**config.mk**
```make
export PLATFORM = sky130hd
export DESIGN_NAME = sled_top
export DESIGN_NICKNAME = d
export VERILOG_FILES = /design/src/core/sled_pkg.sv /design/src/core/sled_stretch.sv /design/src/core/sled_top.sv
export VERILOG_INCLUDE_DIRS = /design/src /design/src/core
export SDC_FILE = /design/constraint.sdc
export NUM_CORES = 1
export LEC_CHECK = 0
export BUFFER_PORTS_ARGS = -buffer_cell sky130_fd_sc_hd__buf_2
export CORE_ASPECT_RATIO = 0.8
export CORE_MARGIN = 3
export CORE_UTILIZATION = 35
export CTS_CLUSTER_SIZE = 25
export DETAILED_ROUTE_END_ITERATION = 7
export GPL_TIMING_DRIVEN = 0
export PLACE_DENSITY = 0.57
export SYNTH_ARGS = -nofsm -noshare
export SYNTH_HDL_FRONTEND = slang
export SYNTH_SLANG_ARGS = --single-unit
```
**constraint.sdc**
```tcl
create_clock -name I_CLK -period 2 [get_ports I_CLK]
set_input_delay 0.1 -clock I_CLK [delete_from_list [all_inputs] [get_ports I_CLK]]
set_output_delay 0.1 -clock I_CLK [all_outputs]
set_load 0.005 [all_outputs]
```
**src/core/sled_regs.svh**
```systemverilog
`ifndef SLED_REGS_SVH
`define SLED_REGS_SVH
// Register byte offsets
`define SLED_CTRL_OFF      4'h0
`define SLED_STAT_OFF      4'h4
// Control register fields
`define SLED_CTRL_MODE3    0
`define SLED_CTRL_RST      32'h0000_0000
// Enabled cycles after reset over which the strap is sampled
`define SLED_STRAP_CYC     3'h5
// Status register fields
`define SLED_STAT_MODE_LO  0
`define SLED_STAT_MODE_HI  2
`define SLED_STAT_LINK     3
`define SLED_STAT_SPEED    4
`define SLED_STAT_ACT      5
// Blink timing: length of the stretched off phase of the blink
`define SLED_BLINK_MS      50
`define SLED_CLK_KHZ       20000
`define SLED_BLINK_CYC     (`SLED_BLINK_MS * `SLED_CLK_KHZ)
`define SLED_CNT_W         21
// AXI responses
`define SLED_RESP_OKAY     2'h0
`define SLED_RESP_SLVERR   2'h2
`endif

```
**src/core/sled_pkg.sv**
```systemverilog
package sled_pkg;
   // LED operating modes, one-hot
   typedef enum logic [2:0] {
      SLED_MODE1 = 3'h1,
      SLED_MODE2 = 3'h2,
      SLED_MODE3 = 3'h4
   } sled_mode_type;
endpackage : sled_pkg

```
**src/core/sled_stretch.sv**
```systemverilog
`timescale 1ns/1ns
`include "sled_regs.svh"
module sled_stretch (
   input  wire logic I_CLK,
   input  wire logic I_RESET_N,
   input  wire logic I_CE,
   input  wire logic i_act,
   output logic      o_blink
);
   logic [`SLED_CNT_W-1:0] cnt_q;
   logic                   pend_q;
   logic                   blink_q;
   logic                   busy;
   logic                   wrap;
   assign busy = (cnt_q != '0);
   assign wrap = (cnt_q == `SLED_CNT_W'(`SLED_BLINK_CYC - 1));
   assign o_blink = blink_q;
   // A burst of activity from idle gives at least two off phases, each then an on phase;
   // activity during a phase is remembered so short packets are never lost; the on phase between two off phases lasts one cycle
   always_ff @(posedge I_CLK or negedge I_RESET_N) begin
      if (!I_RESET_N) begin
         cnt_q   <= '0;
         pend_q  <= 1'b0;
         blink_q <= 1'b0;
      end else if (I_CE) begin
         pend_q <= i_act | (pend_q & busy);
         if (wrap) begin
            cnt_q   <= '0;
            blink_q <= 1'b0;
         end else if (busy) begin
            cnt_q <= cnt_q + `SLED_CNT_W'(1);
         end else if (pend_q | i_act) begin
            cnt_q   <= `SLED_CNT_W'(1);
            blink_q <= ~blink_q;
         end
      end
   end
   // Off phase ends only after a full stretched interval
   AST_HOLD: assert property (@(posedge I_CLK) disable iff (!I_RESET_N)
      (I_CE && busy && !wrap) |=> $stable(blink_q))
      else $error("blink changed mid interval");
endmodule : sled_stretch

```
**src/core/sled_top.sv**
```systemverilog
// Our own choices: the register addresses and the AXI4-Lite slave port.
`timescale 1ns/1ns
`include "sled_regs.svh"
// Function
// - Three separately driven configurable LED outputs
// - Strap picks modes 1/2; register picks 3
// - Mode 1 link LED shows link only
// - Modes 2,3 link LED blinks on activity
// - Speed LED on at 100, off 10
// - Mode 1 third LED shows activity
// - Mode 2 third LED shows collision
// - Mode 3 third LED shows full duplex
module sled_top (
   input  wire logic        I_CLK,
   input  wire logic        I_RESET_N,
   input  wire logic        I_CE,
   input  wire logic        I_MODE_STRAP,
   input  wire logic        I_LINK_GOOD,
   input  wire logic        I_SPEED_100,
   input  wire logic        I_TX_ACTIVE,
   input  wire logic        I_RX_ACTIVE,
   input  wire logic        I_COLLISION,
   input  wire logic        I_FULL_DUPLEX,
   input  wire logic [3:0]  S_AXI_AWADDR,
   input  wire logic        S_AXI_AWVALID,
   output logic             S_AXI_AWREADY,
   input  wire logic [31:0] S_AXI_WDATA,
   input  wire logic [3:0]  S_AXI_WSTRB,
   input  wire logic        S_AXI_WVALID,
   output logic             S_AXI_WREADY,
   output logic [1:0]       S_AXI_BRESP,
   output logic             S_AXI_BVALID,
   input  wire logic        S_AXI_BREADY,
   input  wire logic [3:0]  S_AXI_ARADDR,
   input  wire logic        S_AXI_ARVALID,
   output logic             S_AXI_ARREADY,
   output logic [31:0]      S_AXI_RDATA,
   output logic [1:0]       S_AXI_RRESP,
   output logic             S_AXI_RVALID,
   input  wire logic        S_AXI_RREADY,
   output sled_pkg::sled_mode_type O_MODE,
   output logic             O_LINK_INDICATOR_OUT,
   output logic             O_SPEED_INDICATOR_OUT,
   output logic             O_ACTIVITY_INDICATOR_OUT
);
   import sled_pkg::*;

   ////////////////////////////////////////////////////////////////////////////
   // Pin synchronisers: three stages, a change counts when stages 2 and 3 agree
   logic [6:0] s1_q;
   logic [6:0] s2_q;
   logic [6:0] s3_q;
   logic [6:0] clean_q;
   logic [6:0] pins;
   assign pins = {I_MODE_STRAP, I_FULL_DUPLEX, I_COLLISION, I_RX_ACTIVE,
                  I_TX_ACTIVE, I_SPEED_100, I_LINK_GOOD};
   genvar g;
   generate
      for (g = 0; g < 7; g++) begin : g_sync
         always_ff @(posedge I_CLK or negedge I_RESET_N) begin
            if (!I_RESET_N) begin
               s1_q[g]    <= 1'b0;
               s2_q[g]    <= 1'b0;
               s3_q[g]    <= 1'b0;
               clean_q[g] <= 1'b0;
            end else if (I_CE) begin
               s1_q[g] <= pins[g];
               s2_q[g] <= s1_q[g];
               s3_q[g] <= s2_q[g];
               if (s2_q[g] == s3_q[g]) begin
                  clean_q[g] <= s3_q[g];
               end
            end
         end
      end
   endgenerate
   logic link_s, spd_s, tx_s, rx_s, col_s, fd_s, strap_s;
   assign {strap_s, fd_s, col_s, rx_s, tx_s, spd_s, link_s} = clean_q;

   ////////////////////////////////////////////////////////////////////////////
   // Strap capture after reset release; settles once synchroniser fills
   logic [2:0] strap_wait_q;
   logic       strap_q;
   always_ff @(posedge I_CLK or negedge I_RESET_N) begin
      if (!I_RESET_N) begin
         strap_wait_q <= 3'h0;
         strap_q      <= 1'b0;
      end else if (I_CE && strap_wait_q != `SLED_STRAP_CYC) begin
         strap_wait_q <= strap_wait_q + 3'h1;
         strap_q      <= strap_s;
      end
   end

   ////////////////////////////////////////////////////////////////////////////
   // AXI4-Lite slave: addr and data taken in either order, reply after both
   logic        ctrl_q;
   logic        aw_q, w_q, bvalid_q, rvalid_q, wstrb0_q;
   logic [3:0]  awaddr_q;
   logic [31:0] wdata_q, rdata_q;
   logic [1:0]  bresp_q, rresp_q;
   logic        wr_fire, ctrl_hit, rd_ctrl, rd_stat;
   logic [31:0] stat_word;
   // Handshakes gated by the enable: a frozen slave must not take or answer
   assign S_AXI_AWREADY = I_CE && !aw_q && !bvalid_q;
   assign S_AXI_WREADY  = I_CE && !w_q && !bvalid_q;
   assign S_AXI_ARREADY = I_CE && !rvalid_q;
   assign S_AXI_BVALID  = I_CE && bvalid_q;
   assign S_AXI_BRESP   = bresp_q;
   assign S_AXI_RVALID  = I_CE && rvalid_q;
   assign S_AXI_RDATA   = rdata_q;
   assign S_AXI_RRESP   = rresp_q;
   assign wr_fire  = aw_q && w_q && !bvalid_q;
   assign ctrl_hit = (awaddr_q == `SLED_CTRL_OFF);
   assign rd_ctrl  = (S_AXI_ARADDR == `SLED_CTRL_OFF);
   assign rd_stat  = (S_AXI_ARADDR == `SLED_STAT_OFF);
   always_ff @(posedge I_CLK or negedge I_RESET_N) begin
      if (!I_RESET_N) begin
         aw_q     <= 1'b0;
         w_q      <= 1'b0;
         awaddr_q <= 4'h0;
         wdata_q  <= 32'h0000_0000;
         wstrb0_q <= 1'b0;
         bvalid_q <= 1'b0;
         bresp_q  <= `SLED_RESP_OKAY;
         ctrl_q   <= 1'(`SLED_CTRL_RST);
      end else if (I_CE) begin
         if (S_AXI_AWVALID && S_AXI_AWREADY) begin
            aw_q     <= 1'b1;
            awaddr_q <= S_AXI_AWADDR;
         end
         if (S_AXI_WVALID && S_AXI_WREADY) begin
            w_q     <= 1'b1;
            wdata_q <= S_AXI_WDATA;
            wstrb0_q <= S_AXI_WSTRB[0]; // Strobe kept; master may drop it once taken
         end
         if (wr_fire) begin
            aw_q     <= 1'b0;
            w_q      <= 1'b0;
            bvalid_q <= 1'b1;
            bresp_q  <= (ctrl_hit || awaddr_q == `SLED_STAT_OFF) ?
                        `SLED_RESP_OKAY : `SLED_RESP_SLVERR;
            if (ctrl_hit && wstrb0_q) begin
               ctrl_q <= wdata_q[`SLED_CTRL_MODE3];
            end
         end else if (bvalid_q && S_AXI_BREADY) begin
            bvalid_q <= 1'b0;
         end
      end
   end
   // Read path answers one cycle after the address is taken
   always_ff @(posedge I_CLK or negedge I_RESET_N) begin
      if (!I_RESET_N) begin
         rvalid_q <= 1'b0;
         rdata_q  <= 32'h0000_0000;
         rresp_q  <= `SLED_RESP_OKAY;
      end else if (I_CE) begin
         if (S_AXI_ARVALID && S_AXI_ARREADY) begin
            rvalid_q <= 1'b1;
            rdata_q  <= rd_ctrl ? {31'h0000_0000, ctrl_q} :
                        rd_stat ? stat_word : 32'h0000_0000;
            rresp_q  <= (rd_ctrl || rd_stat) ? `SLED_RESP_OKAY : `SLED_RESP_SLVERR;
         end else if (rvalid_q && S_AXI_RREADY) begin
            rvalid_q <= 1'b0;
         end
      end
   end

   ////////////////////////////////////////////////////////////////////////////
   // Mode select: register setting overrides the strap
   sled_mode_type mode;
   assign mode = ctrl_q ? SLED_MODE3 : (strap_q ? SLED_MODE2 : SLED_MODE1);

   // Stretched activity blink
   logic blink;
   logic act;
   assign act = tx_s | rx_s;
   sled_stretch u_stretch (
      .I_CLK     (I_CLK),
      .I_RESET_N (I_RESET_N),
      .I_CE      (I_CE),
      .i_act     (act),
      .o_blink   (blink)
   );

   ////////////////////////////////////////////////////////////////////////////
   // LED drive; in modes 2 and 3 the blink phase darkens a lit link LED
   logic link_d, third_d;
   always_comb begin
      link_d  = link_s;
      third_d = 1'b0;
      unique case (mode)
         SLED_MODE1: begin
            link_d  = link_s;
            third_d = act;
         end
         SLED_MODE2: begin
            link_d  = link_s & ~blink;
            third_d = col_s;
         end
         SLED_MODE3: begin
            link_d  = link_s & ~blink;
            third_d = fd_s;
         end
         default: begin
            link_d  = link_s;
            third_d = 1'b0;
         end
      endcase
   end
   logic link_q, speed_q, third_q;
   sled_mode_type mode_q;
   always_ff @(posedge I_CLK or negedge I_RESET_N) begin
      if (!I_RESET_N) begin
         link_q  <= 1'b0;
         speed_q <= 1'b0;
         third_q <= 1'b0;
         mode_q  <= SLED_MODE1;
      end else if (I_CE) begin
         link_q  <= link_d;
         speed_q <= spd_s;
         third_q <= third_d;
         mode_q  <= mode;
      end
   end
   assign O_LINK_INDICATOR_OUT     = link_q;
   assign O_SPEED_INDICATOR_OUT    = speed_q;
   assign O_ACTIVITY_INDICATOR_OUT = third_q;
   assign O_MODE                   = mode_q;
   assign stat_word = {26'h000_0000, third_q, speed_q, link_q, mode_q};

   ////////////////////////////////////////////////////////////////////////////
   AST_MODE1_LINK: assert property (@(posedge I_CLK) disable iff (!I_RESET_N)
      (I_CE && mode == SLED_MODE1) |=> (O_LINK_INDICATOR_OUT == $past(link_s)))
      else $error("mode 1 link led wrong");
   AST_LINK_BLINK: assert property (@(posedge I_CLK) disable iff (!I_RESET_N)
      (I_CE && mode != SLED_MODE1) |=> (O_LINK_INDICATOR_OUT ==
      ($past(link_s) & ~$past(blink))))
      else $error("link blink wrong");
   AST_SPEED: assert property (@(posedge I_CLK) disable iff (!I_RESET_N)
      I_CE |=> (O_SPEED_INDICATOR_OUT == $past(spd_s)))
      else $error("speed led wrong");
   AST_ACT: assert property (@(posedge I_CLK) disable iff (!I_RESET_N)
      (I_CE && mode == SLED_MODE1) |=> (O_ACTIVITY_INDICATOR_OUT == $past(tx_s | rx_s)))
      else $error("activity led wrong");
   AST_COL: assert property (@(posedge I_CLK) disable iff (!I_RESET_N)
      (I_CE && mode == SLED_MODE2) |=> (O_ACTIVITY_INDICATOR_OUT == $past(col_s)))
      else $error("collision led wrong");
   AST_FDX: assert property (@(posedge I_CLK) disable iff (!I_RESET_N)
      (I_CE && mode == SLED_MODE3) |=> (O_ACTIVITY_INDICATOR_OUT == $past(fd_s)))
      else $error("duplex led wrong");
   AST_MODE3_REG: assert property (@(posedge I_CLK) disable iff (!I_RESET_N)
      (I_CE && ctrl_q) |=> (O_MODE == SLED_MODE3))
      else $error("register mode not taken");
   AST_BRESP: assert property (@(posedge I_CLK) disable iff (!I_RESET_N)
      (I_CE && wr_fire) |=> bvalid_q)
      else $error("write response missing");
endmodule : sled_top

```
# == After elaboration in Yosys (flattened, before gate mapping) ==
# Cells that the tools add are included.
# op_classes
n_eq_ne,15
n_reduce_logical,50
muxes,22
n_bitwise,6
add_sub_neg,2
# ops
op,n
two-way mux 21 bit,3
AND reduction 2 bit,16
adder 21 x 1 -> 21 bit (second input constant),1
== test 21 x 20 -> 1 bit (second input constant),1
nonzero test 21 bit,1
logical AND 1 bit,16
two-way mux 1 bit,12
two-way mux 6 bit,2
nonzero test 2 bit,5
== test 4 x 3 -> 1 bit (second input constant),2
logical NOT 4 bit,2
== test 1 bit,7
two-way mux 2 bit,3
AND reduction 3 bit,2
logical NOT 1 bit,4
adder 3 x 1 -> 3 bit (second input constant),1
== test 3 x 1 -> 1 bit (second input constant),1
== test 3 x 2 -> 1 bit (second input constant),1
== test 3 bit (second input constant),1
two-way mux 3 bit,1
!= test 3 bit (second input constant),1
bitwise OR 1 bit,3
one-hot mux 1 bit (3 select lines),1
nonzero test 3 bit,1
5 further kinds,7
# totals
elab_cells,143
reg_bits,108
output_inout_bits,47
inputBits,59

# == Logic depth before layout (Yosys ltp) ==
# logic_depth
word_depth,6
mapped_depth,9
mapped_depth_nobuf,6

# == Modules after synthesis ==
# Synthesis repeated with hierarchy kept, for this count alone.
# unflattened
hier_cells,353
area_unflattened_um2,3893.7
# by_module_without_submodules
mod,instances,cells_each,seq_area_each_um2,area_each_um2
sled_top,1,213,1427.6,2565.0
sled_stretch,1,140,575.6,1328.8

# == Worst setup path after synthesis ==
# OpenSTA, ideal clock, no wires.
# synth_timing
path_kind,register to register
from,reg u_stretch.cnt_q[12]
to,reg u_stretch.cnt_q[12]
synth_period_minus_slack_ns,2.019
path_stages_with_launch,6
path_buffers,0
setup_time_ns,0.126
setup_slack_ns,-0.019
required_ns,1.874
arrival_time_ns,1.893
cell_sequence,dfrtp_1 > or4_4 > nor4_4 > o21ai_2 > and2_4 > a221o_1
# synth_via
elab_chain_cells,3
word_cells_on_any_way,7
classes_between,add/sub: 1; eq/ne: 1; mux: 2; reduce/logical: 3
# synth_rtl
item,line_no,text
start: declaration,sled_stretch.sv:10,logic [`SLED_CNT_W-1:0] cnt_q;
start signal: assignment,sled_stretch.sv:31,cnt_q <= cnt_q + `SLED_CNT_W'(1);
start signal: assignment,sled_stretch.sv:33,cnt_q <= `SLED_CNT_W'(1);
adder 21 x 1 -> 21 bit (tied with other cells),sled_stretch.sv:31,
two-way mux 21 bit or nonzero test 3 bit (tied branches),--,
two-way mux 21 bit or AND reduction 2 bit (tied branches),--,
# Several ways; a longest one is shown, not always the timed one.
# A chain may end at the register's enable or synchronous reset.

# == Final worst setup path ==
# layout_timing
from,reg u_stretch.cnt_q[8]
to,reg u_stretch.cnt_q[5]
# layout_via
elab_chain_cells,3
word_cells_on_any_way,6
classes_between,eq/ne: 1; mux: 2; reduce/logical: 3
# layout_rtl
item,line_no
== test 21 x 20 -> 1 bit or nonzero test 21 bit (tied branches),"sled_stretch.sv:16, sled_stretch.sv:15"
nonzero test 3 bit (no source line) or two-way mux 21 bit (tied branches),--
AND reduction 2 bit (no source line) or two-way mux 21 bit (tied branches),--
# Several ways; a longest one is shown, not always the timed one.

==> flow_summary.yaml <==
run_status:
  status: "complete, but fails checks"
  violations: "setup timing"
finish:
  n_antenna_cell: 0
  fin_area_sq_mm: 0.00507
  layout-drive-gt1-share_pct: 31.4
  fin_nets: 548
  area_growth_pct: 30.7
  regArea_sq_mm: 0.00201
  fillers: 986
  multi_input_area_sq_mm: 0.00172
  final_cells: 630
pwr:
  pwr_density_cell_mw_per_mm2: 1040
  p_int_mw: 3.83
  p_switching_mw: 1.46
  comb_power_share_pct: 19.8
  ir_worst_vdd_v: 0.000447
  p_leak_nw: 2.39
  pwr-share-seq_pct: 44.9
  switching_share_pct: 27.6
  clockPowerShare_pct: 35.3
setup_path:
  cp-start-kind: "flip-flop"
  required_ns: 2.25
  worst_r2r_path_depth: 8
  cp.arrival_ns: 2.28
  crit_type: "flip-flop to flip-flop"
  crit_fanout: 5
  end_kind: "flip-flop"
sta:
  finalCritPeriodShare_pct: 102
  finalSetupViolations: 12
  fin_worst_hold_slack_ns: 0.0133
  hold_violations: 0
  rsz0062_at_grt: "true"
  worstMarginPinSlew_ns: 0.641
  final.setup.worst_slack_ns: -0.0345
  finalClockSkew_ns: 0.00753
  timing.slew.headroom_pct: 57.3
  drv_slew: 0
  fmax_mhz: 492
  post-route-min-period_ns: 2.03
yosys:
  ys_top_cells_by_area: "dfrtp_1 (51%), mux2_2 (7.3%), buf_4 (5.4%)"
  async_flop_share_pct: 100
  synth.top_cell.area_share_pct: 51.0
  synth_edf_count: 0
  ys.flop_type: "dfrtp_1"
  ys_types: 53
  avgSynthCellArea_sq_um: 10.2
  syn_area_sq_mm: 0.00388
  netlist_instances: 381
  yosys_warnings: 0
  seq_area_frac_synth_pct: 51.7
  synth_common_cells: "dfrtp_1 (79), nand2_1 (39), o21ai_0 (32)"
  yosys.area.top_type: "dfrtp_1"
  postSynthRegisterBits: 80
  synth.most_common_cell: "dfrtp_1"
global_routing:
  grt_usage_pct: 15.9
  antenna_found_initial: 0
  grt-ovfl-total: 0
  grt_max_degree: 48
  grt_pass1_wl_um: 15100
  grt_pass1_vias: 3023
placed_design:
  hpwl_um: 6200
  portBuffers: 43
  gp_routability_congestion: 0.913
  place_ws_ns: -0.303
  place_inst: 592
  place_area_sq_mm: 0.00440
job:
  cap_violations: 0
clock_tree:
  cts_tree: "yes"
  cts.sinks: 80
  clockRootBuffer: "clkbuf_16"
  cts_buffers: 9
  clk_path_buf_depth: 2
  clkLatencyLatePin_ns: 0.33
  h-tree-depth: 3
  clk_pin_slew_ns: 0.06
floorplanning:
  rows: 33
  initial_core_util_pct: 36.8
  dieHeight_um: 100
  die_width_um: 124
  io_pins: 106
  dieArea_sq_mm: 0.0124
  core_sq_mm: 0.0105
routing:
  drtIter0Drc: 239
  wirelength_um: 9060
  antenna_left: 0
  wl_per_cell_um: 14.4
  first_pass_iters: 4
  vias: 3048
  drcViolationCount: 0
  vias_per_cell: 4.84
min_path:
  hold_class: "input port to flip-flop"
  min_path_cells: 2
## final cells by class
class                           count  share of cell area (%)
Tap cell                          140                    3.46
Clock buffer                       13                    4.94
Timing Repair Buffer               67                    9.46
Buffer                             41                    5.56
Clock inverter                      3                    1.78
Sequential cell                    80                    39.6
Inverter                           18                    1.33
Multi-Input combinational cell    268                    33.9
## power groups by stage
| stage | Combinational [mW] | Clock, mW | Sequential (mW) |
|---|---|---|---|
| finish | 1.04 | 1.87 | 2.37 |
| global route | 1.22 | 2.00 | 2.45 |
| CTS | 1.04 | 1.92 | 2.37 |
| detailed placement | 0.968 | 0 | 2.39 |
| global placement | 0.931 | 0 | 2.38 |
| floorplan | 0.675 | 0 | 2.30 |
## worst max-delay path: stages, from the launching register on
cell and delay [ns]:
dfrtp_2 0.41, or4_4 0.55, nor4_4 0.21, buf_4 0.19, a31o_1 0.15, buf_6 0.15
buf_6 0.12, a21oi_2 0.03, o22ai_1 0.14
## per-layer routing
metal,wire [um],global-route usage [%],vias to the layer above
met4,115,6.21,0
met5,0,0,-
met1,4520,23.1,1462
met2,3960,22.4,75
met3,466,4.51,8
li1,-,-,1503
## placed cells by master, fill, tap and decap left out, types with 3 or more instances in the layout
| master | netlist | layout |
|---|---|---|
| clkbuf_1 | 10 | 12 |
| o21ai_1 | 2 | 4 |
| buf_6 | 1 | 4 |
| a31oi_1 | 8 | 8 |
| bufinv_16 | 0 | 3 |
| a21oi_2 | 0 | 3 |
| nor2_1 | 18 | 18 |
| inv_1 | 17 | 17 |
| nand2_2 | 0 | 4 |
| dlygate4sd3_1 | 0 | 12 |
| or3_1 | 6 | 5 |
| and4_1 | 5 | 4 |
| a21oi_1 | 23 | 20 |
| buf_4 | 28 | 37 |
| o21ai_2 | 1 | 4 |
| clkbuf_16 | 0 | 9 |
| nand2_1 | 39 | 34 |
| dfrtp_1 | 79 | 77 |
| mux2_2 | 25 | 25 |
| and2_1 | 8 | 8 |
| buf_2 | 1 | 42 |
| o21ai_0 | 32 | 27 |
| a22o_1 | 7 | 7 |
| nor3_1 | 6 | 6 |
| nand4_1 | 5 | 5 |
| nand3_1 | 10 | 8 |
| conb_1 | 1 | 28 |
| and3_1 | 4 | 4 |
| ha_1 | 4 | 3 |
## worst paths after layout
check | start | endpoint | slack (ns)
setup / recovery | u_stretch.cnt_q[8] | u_stretch.cnt_q[5] | -0.03
hold / removal | S_AXI_WDATA[0] | wdata_q[0] | 0.01
min in group asynchronous | I_RESET_N | u_stretch.cnt_q[3] | 0.26
setup reg to reg | u_stretch.cnt_q[8] | u_stretch.cnt_q[5] | -0.03
hold reg to reg | S_AXI_RRESP[1] | S_AXI_RRESP[1] | 0.48
max in group asynchronous | I_RESET_N | O_MODE[0] | 1.09
## metrics by stage
| step | TNS (ns) | utilization (%) | total power [mW] |
|---|---|---|---|
| 6_report | -0.204 | 48.1 | 5.29 |
| 3_3_place_gp | -3.11 | 41.5 | 3.31 |
| 4_1_cts | -1.09 | 47.6 | 5.33 |
| 5_1_grt | -1.60 | 48.1 | 5.66 |
| 2_1_floorplan | 0 | - | 2.97 |
| 3_5_place_dp | -3.86 | 41.8 | 3.36 |
## sequential cells by signal, summed over array words and instances, names as in the netlist, 3 cells and up
| name | count |
|---|---|
| s1_q | 7 |
| strap_wait_q | 3 |
| awaddr_q | 4 |
| O_MODE | 3 |
| u_stretch.cnt_q | 21 |
| s2_q | 7 |
| s3_q | 7 |
| S_AXI_RDATA | 6 |
## kinds of logic (layout without fill, tap and decap cells)
logic type	count (synthesis)	after routing	synth area share [%]
XOR/XNOR	2	2	0.452
other	1	28	0.0967
flip-flops	80	80	51.7
adder cells (fa/ha/maj)	4	4	1.29
multiplexers	25	25	7.26
buffers and inverters	60	142	9.03
AO/OA/AOI/OAI	92	92	14.5
AND/OR/NAND/NOR	117	117	15.7
## timing repair
item	4_1_cts	5_1_grt
gates resized for setup	22	13
hold endpoints to repair	44	0
buffers inserted	8	2
pin swaps	11	6
cloned	1	0
hold buffers	12	0
endpoints found under the setup margin	21	22
No activity file was read; power rests on OpenSTA's default activity.
